### config.mk
export PLATFORM = sky130hd
export DESIGN_NAME = pwmoal_top
export DESIGN_NICKNAME = d
export VERILOG_FILES = /design/src/logic/pwmoal_pkg.sv /design/src/logic/pwmoal_top.sv
export SDC_FILE = /design/constraint.sdc
export NUM_CORES = 1
export LEC_CHECK = 0
export BUFFER_PORTS_ARGS = -buffer_cell sky130_fd_sc_hd__clkbuf_2
export CAP_MARGIN = 25
export CELL_PAD_IN_SITES_DETAIL_PLACEMENT = 1
export CELL_PAD_IN_SITES_GLOBAL_PLACEMENT = 1
export CORE_AREA = 4 4 115 117
export CTS_CLUSTER_SIZE = 10
export DETAILED_ROUTE_END_ITERATION = 16
export DIE_AREA = 0 0 119 121
export PLACE_DENSITY = 0.86
export SYNTH_ARGS = -nofsm -noshare
export SYNTH_HDL_FRONTEND = slang
export SYNTH_SLANG_ARGS = --single-unit
### constraint.sdc
create_clock -name pclk -period 2.1 [get_ports pclk]
set_input_delay 0.21 -clock pclk [delete_from_list [all_inputs] [get_ports pclk]]
set_output_delay 0.21 -clock pclk [all_outputs]
set_load 0.01 [all_outputs]
### src/logic/pwmoal_pkg.sv
// Purpose: Constants and types for the PWM output action logic
// Assumes: APB slave, 32-bit data, three generators
// Notes:   Offsets are byte addresses
package pwmoal_pkg;
    localparam int          NUM_GEN        = 3;            // Generators in the unit
    localparam logic [11:0] GEN0_A_OFF     = 12'h060;      // Gen 0 A action control
    localparam logic [11:0] GEN0_B_OFF     = 12'h064;      // Gen 0 B action control
    localparam logic [11:0] GEN1_A_OFF     = 12'h0A0;      // Gen 1 A action control
    localparam logic [11:0] GEN1_B_OFF     = 12'h0A4;      // Gen 1 B action control
    localparam logic [11:0] GEN2_A_OFF     = 12'h0E0;      // Gen 2 A action control
    localparam logic [11:0] GEN2_B_OFF     = 12'h0E4;      // Gen 2 B action control
    localparam logic [11:0] MODE_OFF       = 12'h100;      // Up/down mode bits, one per gen
    localparam logic [11:0] OUT_STAT_OFF   = 12'h104;      // Output level status
    localparam int          ZERO_LSB       = 0;            // Bottom value action field
    localparam int          LOAD_LSB       = 2;            // Top value action field
    localparam int          CAU_LSB        = 4;            // Cmp A upward field
    localparam int          CAD_LSB        = 6;            // Cmp A downward field
    localparam int          CBU_LSB        = 8;            // Cmp B upward field
    localparam int          CBD_LSB        = 10;           // Cmp B downward field
    localparam int          CTRL_W         = 12;           // Implemented control bits
    localparam logic [11:0] CTRL_RST       = 12'h000;      // All fields no-change
    localparam logic [1:0]  ACT_NONE       = 2'h0;         // Leave output
    localparam logic [1:0]  ACT_TOGGLE     = 2'h1;         // Invert output
    localparam logic [1:0]  ACT_LOW        = 2'h2;         // Drive low
    localparam logic [1:0]  ACT_HIGH       = 2'h3;         // Drive high

    // Event pulses of one generator
    typedef struct packed {
        logic zero;    // Counter at zero
        logic load;    // Counter at load
        logic cmp_a;   // Comparator A match
        logic cmp_b;   // Comparator B match
        logic dir_up;  // Counting upward this cycle
    } pwmoal_evt_t;
endpackage : pwmoal_pkg

### src/logic/pwmoal_top.sv
// Purpose: Output action logic for three PWM generators with APB registers
// Assumes: Event pulses are one pclk cycle wide and synchronous to pclk
// Notes:   Zero-wait APB slave; unmapped reads return zero, pslverr low
//
// The APB register port was chosen for this implementation.
`timescale 1ns/1ns
module pwmoal_top (
    input  wire logic                            pclk,        // APB clock
    input  wire logic                            presetn,     // Async reset, low
    input  wire logic                            psel,        // APB select
    input  wire logic                            penable,     // APB enable
    input  wire logic                            pwrite,      // APB direction
    input  wire logic [11:0]                     paddr,       // APB byte address
    input  wire logic [31:0]                     pwdata,      // APB write data
    output logic      [31:0]                     prdata,      // APB read data
    output logic                                 pready,      // APB ready
    output logic                                 pslverr,     // APB error
    input  wire pwmoal_pkg::pwmoal_evt_t [2:0]   gen_evt,     // Per-generator events
    output logic      [2:0]                      generator_first_output,  // A outputs
    output logic      [2:0]                      generator_second_output  // B outputs
);
    import pwmoal_pkg::*;

    logic [CTRL_W-1:0] a_ctrl_reg [NUM_GEN];   // A action controls
    logic [CTRL_W-1:0] a_ctrl_next [NUM_GEN];
    logic [CTRL_W-1:0] b_ctrl_reg [NUM_GEN];   // B action controls
    logic [CTRL_W-1:0] b_ctrl_next [NUM_GEN];
    logic [2:0]        mode_reg;               // Up/down mode per generator
    logic [2:0]        mode_next;
    logic [31:0]       prdata_next;            // Read word captured in setup
    logic              out_a_next [NUM_GEN];   // Next A output levels
    logic              out_b_next [NUM_GEN];   // Next B output levels

    logic wr_en;   // Write takes effect in access phase
    logic rd_en;   // Read data captured in setup phase
    assign wr_en = psel & penable & pwrite;
    assign rd_en = psel & ~penable & ~pwrite;

    // Apply one two-bit action code to an output level
    function automatic logic apply_act(input logic [1:0] act, input logic cur);
        unique case (act)
            ACT_NONE:   apply_act = cur;
            ACT_TOGGLE: apply_act = ~cur;
            ACT_LOW:    apply_act = 1'b0;
            ACT_HIGH:   apply_act = 1'b1;
        endcase
    endfunction : apply_act

    // Priority: zero, then load, then the output's own comparator; the
    // losing actions of a cycle are dropped, never queued for later.
    // Pick the single winning action of one output
    function automatic logic [1:0] pick_act(input logic [CTRL_W-1:0] c,
                                            input pwmoal_evt_t e,
                                            input logic up_mode,
                                            input logic b_first);
        logic up;
        logic ca;
        logic cb;
        logic [1:0] a_act;
        logic [1:0] b_act;
        up    = up_mode & e.dir_up;
        ca    = e.cmp_a;
        cb    = e.cmp_b;
        a_act = up ? c[CAU_LSB +: 2] : c[CAD_LSB +: 2];
        b_act = up ? c[CBU_LSB +: 2] : c[CBD_LSB +: 2];
        if (e.zero) begin
            pick_act = c[ZERO_LSB +: 2];
        end else if (e.load) begin
            pick_act = c[LOAD_LSB +: 2];
        end else if (ca && cb) begin
            pick_act = b_first ? b_act : a_act;
        end else if (ca) begin
            pick_act = a_act;
        end else if (cb) begin
            pick_act = b_act;
        end else begin
            pick_act = ACT_NONE;
        end
    endfunction : pick_act

    // Read data is captured in the setup phase and held through access, so
    // the word that software sees cannot change under the completing edge.
    // Register writes and read mux
    always_comb begin
        mode_next   = mode_reg;
        prdata_next = 32'h0000_0000;
        for (int g = 0; g < NUM_GEN; g++) begin
            a_ctrl_next[g] = a_ctrl_reg[g];
            b_ctrl_next[g] = b_ctrl_reg[g];
        end
        if (wr_en) begin
            unique case (paddr)
                GEN0_A_OFF: a_ctrl_next[0] = pwdata[CTRL_W-1:0];
                GEN1_A_OFF: a_ctrl_next[1] = pwdata[CTRL_W-1:0];
                GEN2_A_OFF: a_ctrl_next[2] = pwdata[CTRL_W-1:0];
                GEN0_B_OFF: b_ctrl_next[0] = pwdata[CTRL_W-1:0];
                GEN1_B_OFF: b_ctrl_next[1] = pwdata[CTRL_W-1:0];
                GEN2_B_OFF: b_ctrl_next[2] = pwdata[CTRL_W-1:0];
                MODE_OFF:   mode_next      = pwdata[2:0];
                default:    ;                                      // Ignored
            endcase
        end
        if (rd_en) begin
            unique case (paddr)
                GEN0_A_OFF:   prdata_next = {20'h00000, a_ctrl_reg[0]};
                GEN1_A_OFF:   prdata_next = {20'h00000, a_ctrl_reg[1]};
                GEN2_A_OFF:   prdata_next = {20'h00000, a_ctrl_reg[2]};
                GEN0_B_OFF:   prdata_next = {20'h00000, b_ctrl_reg[0]};
                GEN1_B_OFF:   prdata_next = {20'h00000, b_ctrl_reg[1]};
                GEN2_B_OFF:   prdata_next = {20'h00000, b_ctrl_reg[2]};
                MODE_OFF:     prdata_next = {29'h0000_0000, mode_reg};
                OUT_STAT_OFF: prdata_next = {26'h000_0000, generator_second_output,
                                             generator_first_output};
                default:      prdata_next = 32'h0000_0000;
            endcase
        end else begin
            prdata_next = prdata;   // Hold through access phase
        end
    end

    // Output action next values, one identical slice per generator.
    // The winning code is resolved first so that at most one action
    // reaches each output register in a cycle.
    for (genvar g = 0; g < NUM_GEN; g++) begin : g_gen
        logic [1:0] act_a;   // Winning code for the A output
        logic [1:0] act_b;   // Winning code for the B output
        // Resolve priorities, then apply the winning code
        always_comb begin
            act_a         = pick_act(a_ctrl_reg[g], gen_evt[g], mode_reg[g], 1'b0);
            act_b         = pick_act(b_ctrl_reg[g], gen_evt[g], mode_reg[g], 1'b1);
            out_a_next[g] = apply_act(act_a, generator_first_output[g]);
            out_b_next[g] = apply_act(act_b, generator_second_output[g]);
        end
    end : g_gen

    // State registers; every top-level output is a flop set here
    always_ff @(posedge pclk or negedge presetn) begin
        if (!presetn) begin
            for (int g = 0; g < NUM_GEN; g++) begin
                a_ctrl_reg[g] <= CTRL_RST;
                b_ctrl_reg[g] <= CTRL_RST;
            end
            mode_reg                <= 3'h0;
            prdata                  <= 32'h0000_0000;
            pready                  <= 1'b0;
            pslverr                 <= 1'b0;
            generator_first_output  <= 3'h0;
            generator_second_output <= 3'h0;
        end else begin
            for (int g = 0; g < NUM_GEN; g++) begin
                a_ctrl_reg[g] <= a_ctrl_next[g];
                b_ctrl_reg[g] <= b_ctrl_next[g];
            end
            mode_reg                <= mode_next;
            prdata                  <= prdata_next;
            pready                  <= psel & ~penable;     // Ready in access phase
            pslverr                 <= 1'b0;
            for (int g = 0; g < NUM_GEN; g++) begin
                generator_first_output[g]  <= out_a_next[g];
                generator_second_output[g] <= out_b_next[g];
            end
        end
    end

    // Assertions
    // Each one names every higher-priority event as absent, so it only fires
    // when the guarded action is the one that must win. The bench drives
    // the slices named here with the codes that make each antecedent true.

    // A zero event with the high code drives B0 high
    a_zero_wins_b: assert property (@(posedge pclk) disable iff (!presetn)
        (gen_evt[0].zero && b_ctrl_reg[0][ZERO_LSB +: 2] == ACT_HIGH)
        |=> generator_second_output[0])
        else $error("zero action not applied on B0");

    // A zero event with the low code drives B0 low
    a_zero_low_b: assert property (@(posedge pclk) disable iff (!presetn)
        (gen_evt[0].zero && b_ctrl_reg[0][ZERO_LSB +: 2] == ACT_LOW)
        |=> !generator_second_output[0])
        else $error("low code not applied on B0");

    // The no-change code leaves B0 where it was
    a_zero_keep_b: assert property (@(posedge pclk) disable iff (!presetn)
        (gen_evt[0].zero && b_ctrl_reg[0][ZERO_LSB +: 2] == ACT_NONE)
        |=> $stable(generator_second_output[0]))
        else $error("no-change code moved B0");

    // The toggle code inverts B0
    a_toggle_b: assert property (@(posedge pclk) disable iff (!presetn)
        (gen_evt[0].zero && b_ctrl_reg[0][ZERO_LSB +: 2] == ACT_TOGGLE)
        |=> generator_second_output[0] != $past(generator_second_output[0]))
        else $error("toggle failed on B0");

    // A zero event with the high code drives A1 high
    a_zero_high_a: assert property (@(posedge pclk) disable iff (!presetn)
        (gen_evt[1].zero && a_ctrl_reg[1][ZERO_LSB +: 2] == ACT_HIGH)
        |=> generator_first_output[1])
        else $error("zero action not applied on A1");

    // A load event without zero, with the low code, drives A1 low
    a_load_low_a: assert property (@(posedge pclk) disable iff (!presetn)
        (!gen_evt[1].zero && gen_evt[1].load && a_ctrl_reg[1][LOAD_LSB +: 2] == ACT_LOW)
        |=> !generator_first_output[1])
        else $error("load action not applied on A1");

    // Load beats a coinciding compare B on B1
    a_load_beats_cmp: assert property (@(posedge pclk) disable iff (!presetn)
        (!gen_evt[1].zero && gen_evt[1].load && gen_evt[1].cmp_b
         && b_ctrl_reg[1][LOAD_LSB +: 2] == ACT_HIGH)
        |=> generator_second_output[1])
        else $error("load did not beat compare on B1");

    // Compare B alone in down counting uses the B downward field on B1
    a_cmpb_down_b: assert property (@(posedge pclk) disable iff (!presetn)
        (!gen_evt[1].zero && !gen_evt[1].load && !gen_evt[1].cmp_a && gen_evt[1].cmp_b
         && !mode_reg[1] && b_ctrl_reg[1][CBD_LSB +: 2] == ACT_LOW)
        |=> !generator_second_output[1])
        else $error("cmp B downward action missed on B1");

    // Coinciding compares: the B output takes the B action
    a_b_over_a: assert property (@(posedge pclk) disable iff (!presetn)
        (!gen_evt[2].zero && !gen_evt[2].load && gen_evt[2].cmp_a && gen_evt[2].cmp_b
         && !mode_reg[2] && b_ctrl_reg[2][CBD_LSB +: 2] == ACT_HIGH)
        |=> generator_second_output[2])
        else $error("cmp B did not win on B2");

    // Coinciding compares: the A output takes the A action
    a_a_over_b: assert property (@(posedge pclk) disable iff (!presetn)
        (!gen_evt[2].zero && !gen_evt[2].load && gen_evt[2].cmp_a && gen_evt[2].cmp_b
         && !mode_reg[2] && a_ctrl_reg[2][CAD_LSB +: 2] == ACT_HIGH)
        |=> generator_first_output[2])
        else $error("cmp A did not win on A2");

    // Compare A upward toggles A0 in up/down counting
    a_up_cmp_a: assert property (@(posedge pclk) disable iff (!presetn)
        (!gen_evt[0].zero && !gen_evt[0].load && gen_evt[0].cmp_a && !gen_evt[0].cmp_b
         && mode_reg[0] && gen_evt[0].dir_up && a_ctrl_reg[0][CAU_LSB +: 2] == ACT_TOGGLE)
        |=> generator_first_output[0] != $past(generator_first_output[0]))
        else $error("cmp A upward action missed on A0");

    // Compare B upward drives A0 high in up/down counting
    a_cmpb_up_a: assert property (@(posedge pclk) disable iff (!presetn)
        (!gen_evt[0].zero && !gen_evt[0].load && !gen_evt[0].cmp_a && gen_evt[0].cmp_b
         && mode_reg[0] && gen_evt[0].dir_up && a_ctrl_reg[0][CBU_LSB +: 2] == ACT_HIGH)
        |=> generator_first_output[0])
        else $error("cmp B upward action missed on A0");

    // Down-only counting ignores the direction and uses the downward field
    a_down_only: assert property (@(posedge pclk) disable iff (!presetn)
        (!gen_evt[0].zero && !gen_evt[0].load && gen_evt[0].cmp_a && !gen_evt[0].cmp_b
         && !mode_reg[0] && gen_evt[0].dir_up && a_ctrl_reg[0][CAD_LSB +: 2] == ACT_HIGH)
        |=> generator_first_output[0])
        else $error("down mode used upward field on A0");

    // No event on generator 2 holds A2
    a_idle_hold: assert property (@(posedge pclk) disable iff (!presetn)
        (gen_evt[2] == '0) |=> $stable(generator_first_output[2]))
        else $error("A2 changed with no event");

    // A write to the B1 control lands in the access phase
    a_reg_write: assert property (@(posedge pclk) disable iff (!presetn)
        (psel && penable && pwrite && paddr == GEN1_B_OFF)
        |=> b_ctrl_reg[1] == $past(pwdata[CTRL_W-1:0]))
        else $error("B1 control write lost");

    // A write to the mode bits lands in the access phase
    a_mode_write: assert property (@(posedge pclk) disable iff (!presetn)
        (psel && penable && pwrite && paddr == MODE_OFF)
        |=> mode_reg == $past(pwdata[2:0]))
        else $error("mode write lost");

    // A setup phase is answered with ready in the next cycle
    a_ready_setup: assert property (@(posedge pclk) disable iff (!presetn)
        (psel && !penable) |=> pready)
        else $error("ready missing in access phase");

    // No ready without a selected transfer
    a_ready_idle: assert property (@(posedge pclk) disable iff (!presetn)
        (!psel) |=> !pready)
        else $error("ready raised while idle");

    // A status read shows the output levels of its setup cycle
    a_stat_read: assert property (@(posedge pclk) disable iff (!presetn)
        (psel && !penable && !pwrite && paddr == OUT_STAT_OFF)
        |=> prdata[5:0] == {$past(generator_second_output),
                            $past(generator_first_output)})
        else $error("status read does not match outputs");

    // Reserved control bits read zero
    a_rsvd_zero: assert property (@(posedge pclk) disable iff (!presetn)
        (psel && !penable && !pwrite && paddr == GEN1_A_OFF)
        |=> prdata[31:CTRL_W] == '0)
        else $error("reserved control bits not zero");
endmodule : pwmoal_top

======== Word level (Yosys, flattened, before mapping) ========
Cells that the tools add are included.
cells by class
  multiplexer cells ....................... 49
  reductions and logical operators ........ 16
  bitwise operators ....................... 15
  equality and inequality tests ........... 26
operators with widths
  operator             count
  $pmux 12 s8          1
  $mux 2               42
  $eq 12x8->1 const B  4
  $eq 12x7->1 const B  2
  $eq 12x9->1 const B  2
  $eq 2x2->1 const B   12
  $pmux 1 s3           6
  $reduce_and 2->1     7
  $eq 2x1->1 const B   6
  $logic_not 2->1      6
  $not 1->1            8
  $and 1x1->1          7
  $logic_and 1x1->1    3
word-level totals
  register bits ........................... 114
  output and inout port bits .............. 40
  bits of input ports ..................... 64

======== Depth between registers and ports, before layout ========
  word-level depth ........................ 9
  depth in mapped cells ................... 8
  mapped depth without buffers ............ 5

======== Worst setup path after synthesis ========
OpenSTA, ideal clock, no wires.
  path kind ............................... in2reg
  start ................................... in paddr[10]
  end ..................................... reg b_ctrl_reg[26] (netlist name)
  data required time ...................... 1.972 ns
  arrival ................................. 1.588 ns
  path slack .............................. 0.385 ns
  path buffers ............................ 1
  stages .................................. 6
  cells stage by stage .................... nor4_4 -> nand2_2 -> nor3_2 -> nor3b_2 -> buf_4 -> mux2_1
between the ends
  word-level cells in the longest chain between the ends .. 2
RTL lines
  item                               line               text
  from (decl)                        pwmoal_top.sv:13   input wire logic [11:0] paddr,
  $eq 12x7->1                        pwmoal_top.sv:92   unique case (paddr)
  $reduce_and 2->1 (no source line)  -
  to (signal, indexed assignment)    pwmoal_top.sv:152  b_ctrl_reg[g] <= b_ctrl_next[g];
  to (decl)                          pwmoal_top.sv:26   logic [CTRL_W-1:0] b_ctrl_reg [NUM_GEN];
Every way passes these cells.
A chain may end at the register's enable or synchronous reset.

======== Worst setup path after layout ========
  start ................................... reg mode_reg[1]
  end ..................................... reg generator_first_output[1]
between the ends
  word-level cells in the longest chain between the ends .. 9
  elaborated cells on any way between the ends .. 13
RTL lines
  item                                      line               text
  from (decl)                               pwmoal_top.sv:28   logic [2:0] mode_reg;
  from (signal assigned)                    pwmoal_top.sv:154  mode_reg <= mode_next;
  $and 1x1->1 (*)                           pwmoal_top.sv:61   up = up_mode & e.dir_up;
  $mux 2                                    pwmoal_top.sv:65   b_act = up ? c[CBU_LSB +: 2] : c[CBD_LSB +: 2];
  $mux 2                                    pwmoal_top.sv:74   end else if (cb) begin
  $mux 2                                    pwmoal_top.sv:72   end else if (ca) begin
  $mux 2 (*)                                pwmoal_top.sv:70   end else if (ca && cb) begin
  $mux 2 (*)                                pwmoal_top.sv:68   end else if (e.load) begin
  $mux 2 (*)                                pwmoal_top.sv:66   if (e.zero) begin
  $eq 2x2->1 or $eq 2x1->1 (tied branches)  pwmoal_top.sv:41   unique case (act)
  $pmux 1 s3                                pwmoal_top.sv:41
  to (signal, indexed assignment)           pwmoal_top.sv:159  generator_first_output[g] <= out_a_next[g];
  to (decl)                                 pwmoal_top.sv:19   output logic [2:0] generator_first_output,
Mark *: on every way between the ends. The rest lies on a longest branch, timed or not.

==> flow_summary.json <==
{
  "slew_violations": 0,
  "rrSetupSlack_ns": 0.03,
  "finalNetCount": 597,
  "post_cts_buffers": 0,
  "num_vias": 4114,
  "avgSynthCellArea_um2": 11.6,
  "placed_area_um2": 5860,
  "cp-start-kind": "flip-flop",
  "reg2reg_depth": 5,
  "num_rows": 41,
  "hold_class": "primary input to flip-flop",
  "synthFlopType": "dfrtp_1",
  "cts_tree": "done",
  "io_buffers": 62,
  "worst_clock_skew_ns": 0.00483,
  "drt-initial-drc-count": 405,
  "max_cap_viol_count": 0,
  "dr_wl_met3_um": 747,
  "place_congestion": 0.888,
  "n_antenna_cell": 0,
  "syn_area_um2": 5300,
  "dp_slack_ns": 0.0885,
  "fillCellCount": 1324,
  "firstDrtPassIters": 5,
  "whs_path_depth": 2,
  "tightestPinTransition_ns": 0.626,
  "design.core.area_um2": 12400,
  "die_w_um": 119,
  "synth_common_cells": "dfrtp_1, mux2_2, buf_4",
  "grt_antenna_before_repair": 0,
  "clk_path_buf_depth": 2,
  "cp.arrival_ns": 2.28,
  "hold_violations": 0,
  "yosysUniqueCellTypes": 48,
  "grt_pass1_vias": 4517,
  "post_drt_via_cell_ratio": 5.79,
  "htreeDepth": 3,
  "peakVddDrop_mv": 0.319,
  "synth_top_area_cell": "dfrtp_1",
  "setup_slack_ns": 0.0306,
  "die-height_um": 121,
  "met1Wirelength_um": 6870,
  "ys_warn_count": 0,
  "power.leakage_nw": 3.02,
  "critPathRequiredTime_ns": 2.31,
  "fmaxAchievable_ghz": 0.483,
  "insertion_delay_ns": 0.34,
  "ios": 104,
  "die-area_um2": 14400,
  "wl_um": 16100,
  "status": "complete, no violations",
  "setup_viol": 0,
  "routed.top_layer": "met4",
  "power_density_nw_per_um2": 656,
  "yosysMostFrequentCell": "dfrtp_1",
  "period_share_pct": 98.5,
  "ys_seq_elements": 94,
  "endpoint_kind": "flip-flop",
  "relSlewSlack_pct": 58.2,
  "drive_above_1_share_pct": 37.5,
  "yosysSeqAreaShare_pct": 44.4,
  "cts_made_buffers": 9,
  "start_util_pct": 42.8,
  "post-route-util_pct": 49.9,
  "yosysTopAreaCellShare_pct": 44.4,
  "hpwl_um": 12300,
  "grt_use_total_pct": 22.9,
  "synth_edf_count": 0,
  "area_growth_pct": 16.6,
  "whs_ns": 0.0505,
  "wire_per_inst_um": 22.6,
  "synth-async-reset-ratio_pct": 100,
  "layout_min_cycle_time_ns": 2.07,
  "finalInstanceArea_um2": 6170,
  "clk_pin_slew_ns": 0.07,
  "ant_nets": 0,
  "path_max_fanout": 6,
  "overflow": 0,
  "root_buffer": "clkbuf_16",
  "wl_met2_um": 8110,
  "grt_first_pass_wirelength_um": 25600,
  "drcViolationCount": 0,
  "synthCells": 457,
  "grt_max_degree": 46,
  "ys_top_cells_by_area": "dfrtp_1, mux2_2, buf_4",
  "cts.sinks": 94,
  "crit_type": "flip-flop to flip-flop"
}
## power breakdown
group / internal, W / switching [W]
combinational: 0.000175 / 0.000304
sequential: 0.00185 / 0.0000572
clock: 0.000983 / 0.000685
## cells in the final DEF (no fill, tap or decap), types with 3 or more instances in the layout
master,synthesis,layout
nand3_1,4,4
xor2_1,4,4
nand2_1,23,23
inv_1,8,8
o31ai_1,3,3
nor2b_1,14,14
o311a_1,4,4
mux2_2,92,92
nor3_1,4,4
clkbuf_2,0,61
buf_4,26,19
nand2b_1,8,8
o32a_1,4,4
a221oi_1,10,9
mux2i_1,11,11
and3_1,10,10
dfrtp_1,94,94
a21boi_0,10,10
mux2_1,11,11
o211ai_1,10,10
clkinv_2,0,3
and2_1,4,4
a22o_1,8,8
conb_1,1,21
buf_12,0,4
clkbuf_16,0,9
a22oi_1,6,6
nand3b_1,7,7
a21oi_1,11,11
a222oi_1,4,4
nor2_1,10,10
o21ai_0,17,17
## worst paths after layout
check / from / to
max: mode_reg[1] / generator_first_output[1]
min: penable / pready
max reg2reg: mode_reg[1] / generator_first_output[1]
min reg2reg: prdata[0] / prdata[0]
max in group asynchronous: presetn / b_ctrl_reg[33]
min in group asynchronous: presetn / generator_second_output[2]
## per-stage QoR
step	TNS, ns	total power, W	instances
final	0	0.00405	710
after global routing	-0.0196	0.00418	710
after CTS	0	0.00406	710
after detailed placement	0	0.00241	693
after global placement	0	0.00238	693
after floorplan	0	0.00218	477
## critical path: stages, from the launching register on
cell,delay [ns]
dfrtp_1,0.40
nand2_1,0.25
mux2_2,0.40
a221oi_1,0.52
o32a_1,0.27
o211ai_1,0.10
## layout make-up
| cell class | instances | area, um^2 | area share, % |
|---|---|---|---|
| clock inverters | 4 | 45.0 | 0.729 |
| well taps | 172 | 215 | 3.49 |
| multi-input cells | 335 | 2740 | 44.3 |
| inverters | 8 | 30.0 | 0.486 |
| flip-flops and latches | 94 | 2350 | 38.1 |
| clock buffers | 12 | 256 | 4.15 |
| repair buffers | 85 | 538 | 8.71 |
## cells by family after synthesis
family | share of synthesized area, %
multiplexers | 24.8
buffers and inverters | 5.43
XOR/XNOR | 0.661
AO/OA/AOI/OAI | 13.2
AND/OR/NAND/NOR | 11.4
flip-flops | 44.4
other | 0.0708
## timing repair
| action | CTS | global route |
|---|---|---|
| resized for setup | 0 | 1 |
| setup endpoints to repair | 0 | 1 |
| hold buffers | 1 | 0 |
| endpoints found under the hold margin | 43 | 0 |
## per-layer routing
metal	vias to the layer above	track usage [%]
met5	-	0
met4	0	8.33
met3	23	3.59
met2	135	39.5
met1	2125	29.2
li1	1831	-
Note: power is estimated with default switching activity, not from simulation.
